--- config.mk ---
export PLATFORM = sky130hd
export DESIGN_NAME = pdh_plc_flat
export DESIGN_NICKNAME = d
export VERILOG_FILES = /design/src/pdh_pkg.sv /design/src/pdh_link_if.sv /design/src/pdh_plc.sv /design/src/flat_wrapper.sv
export VERILOG_INCLUDE_DIRS = /design/src
export SDC_FILE = /design/constraint.sdc
export NUM_CORES = 1
export LEC_CHECK = 0
export BUFFER_PORTS_ARGS = -buffer_cell sky130_fd_sc_hd__buf_2
export CELL_PAD_IN_SITES_DETAIL_PLACEMENT = 1
export CELL_PAD_IN_SITES_GLOBAL_PLACEMENT = 2
export CORE_MARGIN = 5
export CORE_UTILIZATION = 38
export DETAILED_ROUTE_END_ITERATION = 8
export HOLD_SLACK_MARGIN = 0.05
export PLACE_DENSITY_LB_ADDON = 0.1
export SYNTH_ARGS = -nofsm -noshare
export SYNTH_HDL_FRONTEND = slang
export SYNTH_SLANG_ARGS = --single-unit
export TNS_END_PERCENT = 100
--- constraint.sdc ---
create_clock -name pclk -period 5.7 [get_ports pclk]
set_clock_uncertainty 0.1 [all_clocks]
set_input_delay 1.14 -clock pclk [delete_from_list [all_inputs] [get_ports pclk]]
set_output_delay 1.14 -clock pclk [all_outputs]
set_load 0.01 [all_outputs]
--- src/pdh_defs.svh ---
// Constants for the process data acknowledge handshake
//
// Contract
// - Sender increments transfer counter per new item
// - Receiver returns received counter in acknowledge field
// - Sender waits until acknowledge equals its counter; the controller skips the wait when the send force bit is set
// - Controller activates confirmed mode with control 0x03
// - Device echoes activated control value back
// - Device counts results, holds further results queued
// - Matching acknowledge releases next queued result
// - Controller counts outputs, awaits device acknowledge; launches at once when the send force bit is set
// - Changed output counter: adopt data, return counter
// - No adoption while output counter unchanged
// - Unacknowledged counter advance reports echo 0x83
// - Info-only mode: acknowledge not needed, ignored
`ifndef PDH_DEFS_SVH
`define PDH_DEFS_SVH

// Control byte values and flags
`define PDH_CTRL_INFO   8'h01
`define PDH_CTRL_CONF   8'h03
`define PDH_ECHO_ERR    8'h80
`define PDH_CNT_RST     8'h00

// Controller register offsets (byte addresses)
`define PDH_OFS_MODE    12'h000
`define PDH_OFS_TXDATA  12'h004
`define PDH_OFS_SEND    12'h008
`define PDH_OFS_STATUS  12'h00c
`define PDH_OFS_COUNT   12'h010
`define PDH_OFS_RXDATA  12'h014

// Send register fields
`define PDH_SEND_BIT    0
`define PDH_FORCE_BIT   1

`endif

--- src/pdh_pkg.sv ---
// Types and shared decoding for the process data handshake
package pdh_pkg;

    `include "pdh_defs.svh"

    typedef enum logic [1:0] {
        mode_off,
        info_only_mode,
        confirmed_mode
    } pdh_mode_t;

    // Mode selected by a handshake control byte
    function automatic pdh_mode_t pdh_mode(input logic [7:0] c);
        if (c[0] && c[1]) begin
            return confirmed_mode;
        end else if (c[0]) begin
            return info_only_mode;
        end
        return mode_off;
    endfunction

    // Echo value for an activated control byte
    function automatic logic [7:0] pdh_echo(input logic [7:0] c);
        if (c[0]) begin
            return c & `PDH_CTRL_CONF;
        end
        return 8'h00;
    endfunction

endpackage

--- src/pdh_link_if.sv ---
// Cyclic process data link between controller and device
`timescale 1ns/1ns
interface pdh_link_if #(
    parameter int DW = 32
);
    // Controller to device
    logic [DW-1:0] out_data;
    logic [7:0]    out_ctrl;
    logic [7:0]    out_cnt;
    logic [7:0]    in_ctrl;
    logic [7:0]    in_ack;
    // Device to controller
    logic [DW-1:0] in_data;
    logic [7:0]    in_cnt;
    logic [7:0]    in_echo;
    logic [7:0]    out_echo;
    logic [7:0]    out_ack;

    modport device (
        input  out_data, out_ctrl, out_cnt, in_ctrl, in_ack,
        output in_data, in_cnt, in_echo, out_echo, out_ack
    );
    modport plc (
        output out_data, out_ctrl, out_cnt, in_ctrl, in_ack,
        input  in_data, in_cnt, in_echo, out_echo, out_ack
    );
endinterface

--- src/pdh_plc.sv ---
// Controller end: APB register file driving the handshake link
`timescale 1ns/1ns
`include "pdh_defs.svh"
module pdh_plc #(
    parameter int DW = 32
) (
    input  wire logic        pclk,
    input  wire logic        presetn,
    input  wire logic [11:0] paddr,
    input  wire logic        psel,
    input  wire logic        penable,
    input  wire logic        pwrite,
    input  wire logic [31:0] pwdata,
    output logic [31:0]      prdata,
    output logic             pready,
    output logic             pslverr,
    pdh_link_if.plc          link
);
    import pdh_pkg::*;

    // ------------------------------------------------------------
    // State
    // ------------------------------------------------------------
    typedef struct packed {
        logic [7:0]    out_ctrl;
        logic [7:0]    in_ctrl;
        logic [DW-1:0] tx_stage;
        logic [DW-1:0] out_data;
        logic [7:0]    out_cnt;
        logic [7:0]    in_ack;
        logic          tx_pend;
        logic          tx_force;
        logic [DW-1:0] rx_data;
        logic [7:0]    in_seen;
        logic          rx_valid;
        logic [31:0]   prdata;
        logic          pready;
        logic          pslverr;
    } pdh_plc_st_t;

    pdh_plc_st_t st_ff;
    pdh_plc_st_t nxt_st;
    pdh_mode_t   in_mode;
    pdh_mode_t   out_mode;
    logic        done;
    logic        wr;
    logic        rd;

    // Known register offsets
    function automatic logic reg_hit(input logic [11:0] a);
        return a == `PDH_OFS_MODE || a == `PDH_OFS_TXDATA || a == `PDH_OFS_SEND
            || a == `PDH_OFS_STATUS || a == `PDH_OFS_COUNT || a == `PDH_OFS_RXDATA;
    endfunction

    // ------------------------------------------------------------
    // Next state
    // ------------------------------------------------------------

    // Mode decode and bus phases
    assign in_mode  = pdh_mode(st_ff.in_ctrl);
    assign out_mode = pdh_mode(st_ff.out_ctrl);
    assign done     = psel && penable && st_ff.pready;
    assign wr       = done && pwrite && reg_hit(paddr);
    assign rd       = done && !pwrite && (paddr == `PDH_OFS_RXDATA);

    always_comb begin
        nxt_st = st_ff;

        // Access phase: answer one cycle after it opens
        nxt_st.pready  = psel && penable && !st_ff.pready;
        nxt_st.pslverr = nxt_st.pready && !reg_hit(paddr);
        nxt_st.prdata  = 32'h0;
        if (nxt_st.pready && !pwrite) begin
            unique case (paddr)
                `PDH_OFS_MODE:   nxt_st.prdata = {16'h0, st_ff.in_ctrl, st_ff.out_ctrl};
                `PDH_OFS_TXDATA: nxt_st.prdata = 32'(st_ff.tx_stage);
                `PDH_OFS_STATUS: nxt_st.prdata = {13'h0, link.out_echo[7], st_ff.rx_valid,
                                     st_ff.tx_pend, link.in_echo, link.out_echo};
                `PDH_OFS_COUNT:  nxt_st.prdata = {st_ff.in_ack, link.in_cnt,
                                     link.out_ack, st_ff.out_cnt};
                `PDH_OFS_RXDATA: nxt_st.prdata = 32'(st_ff.rx_data);
                default:         nxt_st.prdata = 32'h0;
            endcase
        end

        // Register writes at the completing edge
        if (wr) begin
            unique case (paddr)
                `PDH_OFS_MODE: begin
                    nxt_st.out_ctrl = pwdata[7:0];
                    nxt_st.in_ctrl  = pwdata[15:8];
                end
                `PDH_OFS_TXDATA: nxt_st.tx_stage = pwdata[DW-1:0];
                `PDH_OFS_SEND: begin
                    nxt_st.tx_pend  = st_ff.tx_pend | pwdata[`PDH_SEND_BIT];
                    nxt_st.tx_force = pwdata[`PDH_FORCE_BIT];
                end
                default: ;
            endcase
        end

        // Launch pending item once the previous one is acknowledged, or at once in info-only mode or when forced
        if (st_ff.tx_pend && out_mode != mode_off
            && (out_mode == info_only_mode || st_ff.tx_force
                || link.out_ack == st_ff.out_cnt)) begin
            nxt_st.out_data = st_ff.tx_stage;
            nxt_st.out_cnt  = st_ff.out_cnt + 8'h01;
            nxt_st.tx_pend  = 1'b0;
            nxt_st.tx_force = 1'b0;
        end

        // Reading received data acknowledges it in confirmed mode
        if (rd) begin
            nxt_st.rx_valid = 1'b0;
            if (in_mode == confirmed_mode) begin
                nxt_st.in_ack = st_ff.in_seen;
            end
        end

        // New result seen by counter change; set wins over read
        if (in_mode != mode_off && link.in_cnt != st_ff.in_seen) begin
            nxt_st.in_seen  = link.in_cnt;
            nxt_st.rx_data  = link.in_data;
            nxt_st.rx_valid = 1'b1;
        end
    end

    // ------------------------------------------------------------
    // Registers
    // ------------------------------------------------------------

    // Single state register
    always_ff @(posedge pclk or negedge presetn) begin
        if (!presetn) begin
            st_ff <= '0;
        end else begin
            st_ff <= nxt_st;
        end
    end

    // ------------------------------------------------------------
    // Outputs
    // ------------------------------------------------------------

    // Bus and link side
    assign prdata        = st_ff.prdata;
    assign pready        = st_ff.pready;
    assign pslverr       = st_ff.pslverr;
    assign link.out_data = st_ff.out_data;
    assign link.out_ctrl = st_ff.out_ctrl;
    assign link.out_cnt  = st_ff.out_cnt;
    assign link.in_ctrl  = st_ff.in_ctrl;
    assign link.in_ack   = st_ff.in_ack;

endmodule

--- src/flat_wrapper.sv ---
// flat-port wrapper written by rule: the top's interface ports become plain ports
module pdh_plc_flat import pdh_pkg::*;
#(
    parameter int DW = 32
)
  (pclk, presetn, paddr, psel, penable, pwrite, pwdata, prdata, pready, pslverr, link_out_data, link_out_ctrl, link_out_cnt, link_in_ctrl, link_in_ack, link_in_data, link_in_cnt, link_in_echo, link_out_echo, link_out_ack);
  pdh_link_if #(.DW(DW)) link_i ();
  input  wire logic pclk;
  input  wire logic presetn;
  input  wire logic [11:0] paddr;
  input  wire logic psel;
  input  wire logic penable;
  input  wire logic pwrite;
  input  wire logic [31:0] pwdata;
  output logic [31:0] prdata;
  output logic pready;
  output logic pslverr;
  output wire logic [$bits(link_i.out_data)-1:0] link_out_data;
  output wire logic [$bits(link_i.out_ctrl)-1:0] link_out_ctrl;
  output wire logic [$bits(link_i.out_cnt)-1:0] link_out_cnt;
  output wire logic [$bits(link_i.in_ctrl)-1:0] link_in_ctrl;
  output wire logic [$bits(link_i.in_ack)-1:0] link_in_ack;
  input wire logic [$bits(link_i.in_data)-1:0] link_in_data;
  input wire logic [$bits(link_i.in_cnt)-1:0] link_in_cnt;
  input wire logic [$bits(link_i.in_echo)-1:0] link_in_echo;
  input wire logic [$bits(link_i.out_echo)-1:0] link_out_echo;
  input wire logic [$bits(link_i.out_ack)-1:0] link_out_ack;
  assign link_out_data = link_i.out_data;
  assign link_out_ctrl = link_i.out_ctrl;
  assign link_out_cnt = link_i.out_cnt;
  assign link_in_ctrl = link_i.in_ctrl;
  assign link_in_ack = link_i.in_ack;
  assign link_i.in_data = link_in_data;
  assign link_i.in_cnt = link_in_cnt;
  assign link_i.in_echo = link_in_echo;
  assign link_i.out_echo = link_out_echo;
  assign link_i.out_ack = link_out_ack;
  pdh_plc #(.DW(DW)) u_core (.pclk(pclk), .presetn(presetn), .paddr(paddr), .psel(psel), .penable(penable), .pwrite(pwrite), .pwdata(pwdata), .prdata(prdata), .pready(pready), .pslverr(pslverr), .link(link_i));
endmodule
==> qor.yml, run 1 <==
outcome:
  status: "complete, no violations"
layout:
  drive_gt1_share_pct: 52.5
  fin_area_sq_um: 9460
  final_common_cell: "buf_2"
  area_delta_synth_final_pct: 14.8
  nNetsFinal: 851
  most-common-layout-cells: "buf_2, dfrtp_1, mux2_2"
  n_antenna_cell: 0
synthesis:
  ys.flop_type: "dfrtp_1"
  ys_types: 41
  synth_area_sq_um: 8240
  synth_top_cell_by_area: "dfrtp_1"
  synth_edf_count: 0
  syn_nets: 745
  ys_ff_latch: 173
  synth.area.top_cells: "dfrtp_1, mux2_2, buf_4"
  yosysSeqAreaShare_pct: 52.6
  synth_top_area_share_pct: 52.6
  async_reset_ff_share_pct: 100
  avgSynthCellArea_sq_um: 13.1
  yosys_warnings: 0
  synthCells: 631
detailed_routing:
  vias_per_cell: 4.98
  postRouteWirelength_mm: 22.6
  vias: 5108
  dr.pass1.iters: 6
  drc_errors: 0
  antenna_left: 0
  wl_per_cell_um: 22.0
  drtIter0Drc: 219
placed_design:
  io_buffers: 210
  place_ws_ps: 1680
  dp_hpwl_mm: 16.6
  placed_area_sq_um: 8830
  gp_congestion: 0.789
clock_tree:
  cts_made_buffers: 17
  clk_pin_slew_ps: 60
  cts_resized: 0
  cts_tree: "built"
  clk_latency_ps: 420
  clk_root_buffer_cell: "clkbuf_16"
  hold_buffers: 0
  htreeDepth: 4
  cts_sinks: 173
  cts_setup_buffers: 0
  clockBufferDepth: 2
run:
  drv_cap: 0
worst_setup_path:
  crit_path_start_kind: "input port"
  crit_type: "in -> reg"
  r2r_cells: 5
  endpoint_kind: "register"
  worst-path-max-fanout: 32
  startpoint: "paddr[9]"
  r2r-end: "u_core.link.out_data[23]"
  worstPathRequired_ps: 5900
  r2r_start: "u_core.link.out_cnt[4]"
  endpoint: "u_core.st_ff[142]"
  cp.arrival_ps: 3750
  r2r_setup_slack_ps: 2780
sta:
  fin_crit_sh_pct: 62.3
  rsz0062_at_grt: "no"
  finalHoldViolCount: 0
  setup_viol: 0
  setup_ws_ps: 2150
  clock.fmax_ghz: 0.282
  timing.slew.headroom_pct: 22.2
  whs_ps: 404
  fin_tns_setup_ps: 0
  slew_violations: 0
  period_minus_slack_ps: 3550
  worstMarginPinSlew_ps: 1160
power:
  peakVddDrop_v: 0.000188
  power_leakage_nw: 5.02
  fin_total_pwr_mw: 2.60
  power.density_nw_per_um2: 275
global_routing:
  grt_max_degree: 105
  track_usage_pct: 18.7
  antenna_found_initial: 2
  grt_pass1_wl_mm: 34.8
  grt_remaining_overflow: 0
  grt_pass1_vias: 5700
floorplanning:
  fp.dieArea_sq_um: 24700
  fp.dieH_um: 157
  io-pin-count: 211
  row_count: 53
  start_util_pct: 38.9
  coreArea_sq_um: 21200
  die_w_um: 157
hold_path:
  hp-class: "reg -> reg"
-- worst max-delay path, stage by stage --
cell      delay [ps]
buf_2            100
nor4_2           290
and3_1           460
nand3b_4         350
nor2_4           970
mux2_2           420
-- layer usage --
layer,wire [um],global-route usage (%),vias up
li1,-,-,2332
met1,10800,27.6,2608
met2,10200,28.2,142
met3,1340,4.37,22
met4,252,4.51,4
met5,25,0,-
-- power breakdown --
| group | leakage [nW] | switching [mW] | internal [mW] |
|---|---|---|---|
| clock network | 0.302 | 0.499 | 0.752 |
| logic | 2.31 | 0.0715 | 0.0496 |
| registers | 2.41 | 0.00152 | 1.23 |
-- area by class of cell --
class / instances / area (sq um)
clock buffer: 20 / 447
clock inverter: 12 / 184
fill: 2258 / 11700
inverter: 1 / 3.75
multi-input combinational: 328 / 3050
sequential: 173 / 4330
tap: 275 / 344
timing repair buffer: 216 / 1100
-- stage by stage --
stage | std cells | utilization (%)
floorplan | 631 | -
finish | 1025 | 44.7
global route | 1025 | 44.7
CTS | 1025 | 44.7
detailed placement | 993 | 41.7
global placement | 993 | 41.7
-- worst min-delay path by stage --
stage / start / end / slack (ps) / depth (start not counted)
after CTS: u_core.pready / u_core.pslverr / 390 / 1
after global placement: u_core.pready / u_core.pslverr / 370 / 1
after detailed placement: u_core.pready / u_core.pslverr / 380 / 1
after floorplan: u_core.st_ff[34] / u_core.st_ff[34] / 360 / 2
after global routing: u_core.st_ff[62] / u_core.st_ff[62] / 410 / 1
final: u_core.pready / u_core.pslverr / 400 / 1
-- registers in the layout, indices dropped and copies added, names as in the netlist --
signal and flops:
u_core.link.out_cnt 8, u_core.link.in_ack 8, u_core.link.out_ctrl 8, u_core.st_ff 75
u_core.pslverr 1, u_core.prdata 32, u_core.pready 1, u_core.link.out_data 32
u_core.link.in_ctrl 8
-- cell usage after synthesis, types with 2 or more instances --
cell type  instances
dfrtp_1          173
mux2_2           121
buf_4             97
nor2_1            39
mux2i_1           26
a2bb2oi_1         18
a21oi_1           15
buf_2             15
clkbuf_1          13
xor2_1            13
mux4_2            11
nor2b_1           11
xnor2_1           10
mux2_4             8
nand2_1            7
nand3_1            6
o2bb2ai_1          5
nand4_1            4
nor3_1             4
nor4_1             4
a32oi_1            3
buf_1              3
nand2b_1           3
o22a_1             3
and3_1             2
nor4b_1            2
-- logic make-up (layout without fill, tap and decap cells) --
| group | after synthesis | after routing | share of synthesized area, % |
|---|---|---|---|
| AOI/OAI and AO/OA | 47 | 47 | 4.22 |
| xor gates and xnor gates | 23 | 23 | 2.45 |
| adders and majority gates | 1 | 1 | 0.152 |
| buffers and inverters | 130 | 249 | 10.7 |
| DFF | 173 | 173 | 52.6 |
| muxes | 166 | 166 | 24.2 |
| and+or+nand+nor | 91 | 91 | 5.77 |
Note: power is estimated with default switching activity, not from simulation.
==> run 2, diff against run 1 <==
Settings changed: ABC_AREA set to 1, CORE_UTILIZATION 38 to 31.
Clock period 5.7 ns to 3.3 ns, I/O delays scaled along.
==> run 2 against run 1 <==
Net effect:
- worst setup slack worse by 1100 ps
- die area up 23%
- utilization is 8.5 points lower
- combinational power increased by 74%
- clock-buffer cell count decreased by 1
- clock power is 65% higher
- sequential share of layout area down 1.0 points
- global-route usage down 0.17 points
- synthesized cell count is 58% higher
- via count rose by 30%
- first-iteration DRC count grew 72%
- register-to-register slack lost 1500 ps
- critical path type unchanged
- highest routed layer is now met4
==> qor.yml, run 2 <==
clock_tree:
  htreeDepth: 4
  cts_made_buffers: 17
  hold_buffers: 0
  cts_resized: 0
  clk_latency_ps: 440
  clk_pin_slew_ps: 80
  cts_tree: "built"
  cts_setup_buffers: 0
  clockBufferDepth: 2
  clk_root_buffer_cell: "clkbuf_16"
  cts_sinks: 173
floorplanning:
  fp.dieArea_sq_um: 30300
  row_count: 60
  io-pin-count: 211
  die_w_um: 174
  fp.dieH_um: 174
  start_util_pct: 31.2
  coreArea_sq_um: 26700
power:
  peakVddDrop_v: 0.000229
  power.density_nw_per_um2: 458
  power_leakage_nw: 5.01
placed_design:
  place_ws_ps: 612
  dp_hpwl_mm: 21.2
  io_buffers: 210
  gp_congestion: 0.817
  placed_area_sq_um: 9090
  placed_cells: 1424
synthesis:
  yosys.cell_count.top_type: "nand2_1"
  synthSimpleGateAreaFrac_pct: 21.2
  ys.flop_type: "dfrtp_1"
  ys_ff_latch: 173
  synth.area.top_cells: "dfrtp_1, nand2_1, buf_4"
  ys_top_cells_by_count: "nand2_1, dfrtp_1, buf_4"
  ys_types: 31
  yosys_warnings: 0
  synth_top_area_share_pct: 51.9
  avgSynthCellArea_sq_um: 8.38
  synthCells: 995
  synth.area.mux_share_pct: 0.240
  synth_top_cell_by_area: "dfrtp_1"
  synthAdderAreaFrac_pct: 0.150
  async_reset_ff_share_pct: 100
  synth_compound_area_share_pct: 10.1
  synth_top_family_by_area: "simple AND/OR/NAND/NOR gates"
  synth-xor-area-share_pct: 1.78
  yosysSeqAreaShare_pct: 51.9
  synth_edf_count: 0
  syn_nets: 1109
  synth_area_sq_um: 8340
detailed_routing:
  drc_errors: 0
  drtIter0Drc: 377
  vias_per_cell: 4.57
  wl_per_cell_um: 19.2
  postRouteWirelength_mm: 28.0
  dr.pass1.iters: 4
  antenna_left: 0
  vias: 6653
worst_setup_path:
  cp_cell_sequence: "buf_2, nor2_1, nand2_1, nor2_2, buf_4, o21ai_1, nand3_4, nand2_4, nor2_4, nand2_1, o21ai_0"
  worstPathRequired_ps: 3550
  max_stage_delay_ps: 550
  endpoint_kind: "register"
  crit_path_start_kind: "input port"
  crit_type: "in -> reg"
  cp.arrival_ps: 2510
  r2r_setup_slack_ps: 1240
  worst-path-max-fanout: 27
  path_common_cell: "nand2_1"
  slowest_stage: "nor2_4"
layout:
  nNetsFinal: 1216
  final_cells: 1456
  final_common_cell: "nand2_1"
  most-common-layout-cells: "nand2_1, buf_2, dfrtp_1"
  area_delta_synth_final_pct: 16.0
  post-route-util_pct: 36.2
  largest-register: "u_core.st_ff"
  drive_gt1_share_pct: 24.7
  largest_register_ffs: 75
  n_antenna_cell: 0
  fin_area_sq_um: 9670
hold_path:
  hp-class: "in -> async"
global_routing:
  grt_remaining_overflow: 0
  track_usage_pct: 18.6
  antenna_found_initial: 1
  grt_pass1_vias: 6860
  grt_max_degree: 67
  grt_pass1_wl_mm: 43.0
sta:
  finalHoldViolCount: 0
  rsz0062_at_grt: "no"
  period_minus_slack_ps: 2260
  fin_crit_sh_pct: 68.6
  timing.slew.headroom_pct: 55.5
  fin_tns_setup_ps: 0
  setup_ws_ps: 1040
  worstMarginPinSlew_ps: 666
  clock.fmax_ghz: 0.442
  slew_violations: 0
  setup_viol: 0
outcome:
  status: "complete, no violations"
run:
  drv_cap: 0
-- run 2: changes by cell type in the layout (fill, tap and decap cells not counted), moves of 24 or more --
cell,previous run,this run
mux2i_1,26,2
mux2_2,121,0
nand2_1,7,281
inv_1,1,77
nand3_1,6,56
o21ai_0,0,95
o21ai_1,0,31
-- run 2: final timing paths --
path,end,startpoint,cells after the start
setup / recovery,u_core.link.out_ctrl[5],paddr[11],11
hold / removal,u_core.link.out_data[3],presetn,1
setup reg to reg,u_core.link.out_ctrl[5],u_core.pready,6
hold reg to reg,u_core.st_ff[44],u_core.st_ff[44],2
max in group asynchronous,u_core.link.out_cnt[5],presetn,2
min in group pclk,u_core.st_ff[150],pwdata[25],3
-- run 2: power by group --
| part | switching [mW] | internal, mW | leakage (nW) | total [mW] |
|---|---|---|---|---|
| Clock | 0.958 | 1.10 | 0.287 | 2.06 |
| Combinational | 0.125 | 0.0854 | 2.64 | 0.211 |
| Sequential | 0.0223 | 2.15 | 2.08 | 2.17 |
-- run 2: area by class of cell --
class / count / area [sq um]
fill: 3253 / 17100
sequential: 173 / 4330
multi-input combinational: 604 / 2790
timing repair buffer: 229 / 1250
clock buffer: 19 / 443
tap: 341 / 427
inverter: 77 / 289
clock inverter: 13 / 144
-- run 2: critical path: cells and delay by family --
family | cells | cell delay [ps]
and+or+nand+nor | 7 | 1310
buffers and inverters | 2 | 300
AOI/OAI and AO/OA | 2 | 230
-- run 2: cells by family (layout without fill, tap and decap cells) --
family | after synthesis | in the layout
fa+ha+maj | 1 | 1
flops | 173 | 173
xor+xnor | 17 | 17
mux | 2 | 2
simple gates | 422 | 422
compound gates | 162 | 162
buf+inv | 218 | 338
-- run 2: per-stage QoR --
| step | power, mW | hold WS [ps] |
|---|---|---|
| finish | 4.44 | 92.1 |
| global route | 4.62 | 122 |
| CTS | 4.50 | 111 |
| detailed placement | 2.43 | 359 |
| global placement | 2.43 | 354 |
| floorplan | 2.26 | 264 |
-- run 2: per-layer routing --
layer  up-vias  part of all wire (%)  global-route usage (%)
li1       3287                     -                       -
met3        18                   4.2                    3.70
met4         0                  0.90                    3.76
met1      3200                    53                    28.9
met2       148                    42                    26.7
met5         -                     0                       0
==> run 3, diff against run 2 <==
Settings changed: CORE_UTILIZATION 31 to 28.
Clock period 3.3 ns to 2.05 ns, I/O delays scaled along.
==> run 3 against run 2 <==
Net effect:
- critical path type is now reg -> reg
- largest cell class unchanged
- register-to-register slack got worse by 960 ps
- sequential share of layout area fell by 1.9 points
- utilization fell by 2.0 points
- via count rose by 1.4%
- clock-buffer cell count did not move
- clock power rose by 62%
==> qor.yml, run 3 (synthesis gave the netlist of run 2 again) <==
detailed_routing:
  wl_per_cell_um: 18.9
  antenna_left: 0
  drtIter0Drc: 392
  postRouteWirelength_mm: 29.2
  vias_per_cell: 4.37
  vias: 6746
  dr.pass1.iters: 4
  drc_errors: 0
sta:
  period_minus_slack_ps: 1770
  timing.slew.headroom_pct: 70.5
  fin_crit_sh_pct: 86.4
  rsz0062_at_grt: "no"
  slew_violations: 0
  setup_ws_ps: 279
  worstMarginPinSlew_ps: 439
  setup_viol: 0
  clock.fmax_ghz: 0.565
  finalHoldViolCount: 0
  whs_ps: 94.9
  fin_tns_setup_ps: 0
power:
  p_clk_share_pct: 46.3
  p_int_mw: 5.37
  power_switching_mw: 1.82
  p_seq_share_pct: 48.6
  peakVddDrop_v: 0.000498
  power_switching_share_pct: 25.3
  power.density_nw_per_um2: 712
  power_leakage_nw: 5.22
  fin_total_pwr_mw: 7.19
  p_comb_share_pct: 5.1
layout:
  n_antenna_cell: 0
  nNetsFinal: 1253
  largest_register_ffs: 75
  drive_gt1_share_pct: 27.0
  most-common-layout-cells: "nand2_1, buf_2, dfrtp_1"
  largest-register: "u_core.st_ff"
  post-route-util_pct: 34.2
  final_common_cell: "nand2_1"
  area_delta_synth_final_pct: 21.2
floorplanning:
  die_w_um: 183
  start_util_pct: 28.2
  row_count: 63
  io-pin-count: 211
  coreArea_sq_um: 29600
  fp.dieH_um: 183
  fp.dieArea_sq_um: 33300
clock_tree:
  cts_made_buffers: 17
  cts_setup_buffers: 0
  clockBufferDepth: 2
  cts_tree: "built"
  clk_latency_ps: 440
  htreeDepth: 4
  cts_resized: 0
  clk_root_buffer_cell: "clkbuf_16"
  cts_sinks: 173
  clk_pin_slew_ps: 80
global_routing:
  antenna_found_initial: 0
  track_usage_pct: 17.8
  grt_pass1_vias: 7074
  grt_pass1_wl_mm: 44.9
  grt_max_degree: 68
  grt_remaining_overflow: 0
worst_setup_path:
  crit_path_start_kind: "register"
  critPathTopFamily: "simple AND/OR/NAND/NOR gates"
  worstPathRequired_ps: 2270
  endpoint_kind: "register"
  max_stage_delay_ps: 490
  cp_cell_sequence: "xnor2_1, nand2_1, nor2_1, nand2_1, nand2_1, nand3_2, buf_12, nand2_1, o21ai_0"
  path_common_cell: "nand2_1"
  crit_type: "reg -> reg"
  worst-path-max-fanout: 67
  cp.arrival_ps: 1990
  slowest_stage: "dfrtp_1"
  path_buf_inv: 1
hold_path:
  hp-class: "in -> reg"
placed_design:
  gp_congestion: 0.802
  dp_hpwl_mm: 23.0
  io_buffers: 210
  place_ws_ps: 3.90
run:
  drv_cap: 0
outcome:
  status: "complete, no violations"
[run 3: changes by cell type in the layout (fill, tap and decap cells not counted), sizes merged]
| cell | before | now |
|---|---|---|
| buf | 229 | 265 |
| clkinvlp | 1 | 3 |
| inv | 86 | 84 |
| dlygate4sd3 | 0 | 1 |
[run 3: power groups by stage]
| stage | sequential [mW] | combinational, mW | clock [mW] |
|---|---|---|---|
| after global routing | 3.50 | 0.416 | 3.61 |
| after detailed placement | 3.56 | 0.374 | 0 |
| after CTS | 3.49 | 0.376 | 3.46 |
| after global placement | 3.56 | 0.373 | 0 |
| final | 3.50 | 0.364 | 3.33 |
| after floorplan | 3.55 | 0.0951 | 0 |
[run 3: layout make-up]
type / instances / area (sq um)
fill: 3583 / 19500
sequential: 173 / 4330
multi-input combinational: 604 / 2790
timing repair buffer: 266 / 1620
tap: 390 / 488
clock buffer: 19 / 443
inverter: 77 / 289
clock inverter: 13 / 149
[run 3: path summary, 6_finish.rpt]
path                       depth (start not counted)  slack (ps)                   start                  endpoint
max in group asynchronous                          3         910                 presetn   u_core.link.out_ctrl[0]
max reg2reg                                        9         280  u_core.link.out_cnt[7]  u_core.link.out_data[22]
min                                                3          90              pwdata[26]         u_core.st_ff[151]
min reg2reg                                        2         380        u_core.st_ff[36]          u_core.st_ff[36]
max                                                9         280  u_core.link.out_cnt[7]  u_core.link.out_data[22]
min in group asynchronous                          2         300                 presetn   u_core.link.out_data[4]
[run 3: metrics by stage]
step / instances / area, sq um
floorplan: 995 / 8340
global placement: 1509 / 9510
detailed placement: 1509 / 9510
CTS: 1542 / 10100
global route: 1542 / 10100
finish: 1542 / 10100
[run 3: repair_timing]
action	4_1_cts	5_1_grt
endpoints found under the setup margin	0	0
hold endpoints to repair	51	0
hold buffers	1	0
[run 3: per-layer routing]
layer,vias up,part of all wire (%),GRT usage [%]
met2,137,42,24.8
met5,-,0,0
met4,0,0.51,2.88
met3,9,4.0,3.77
met1,3249,53,28.3
li1,3351,-,-
[run 3: worst register-to-register path, stage by stage, from the launching register on]
cell	delay (ps)
dfrtp_1	490
xnor2_1	190
nand2_1	70
nor2_1	90
nand2_1	110
nand2_1	90
nand3_2	100
buf_12	220
nand2_1	130
o21ai_0	70
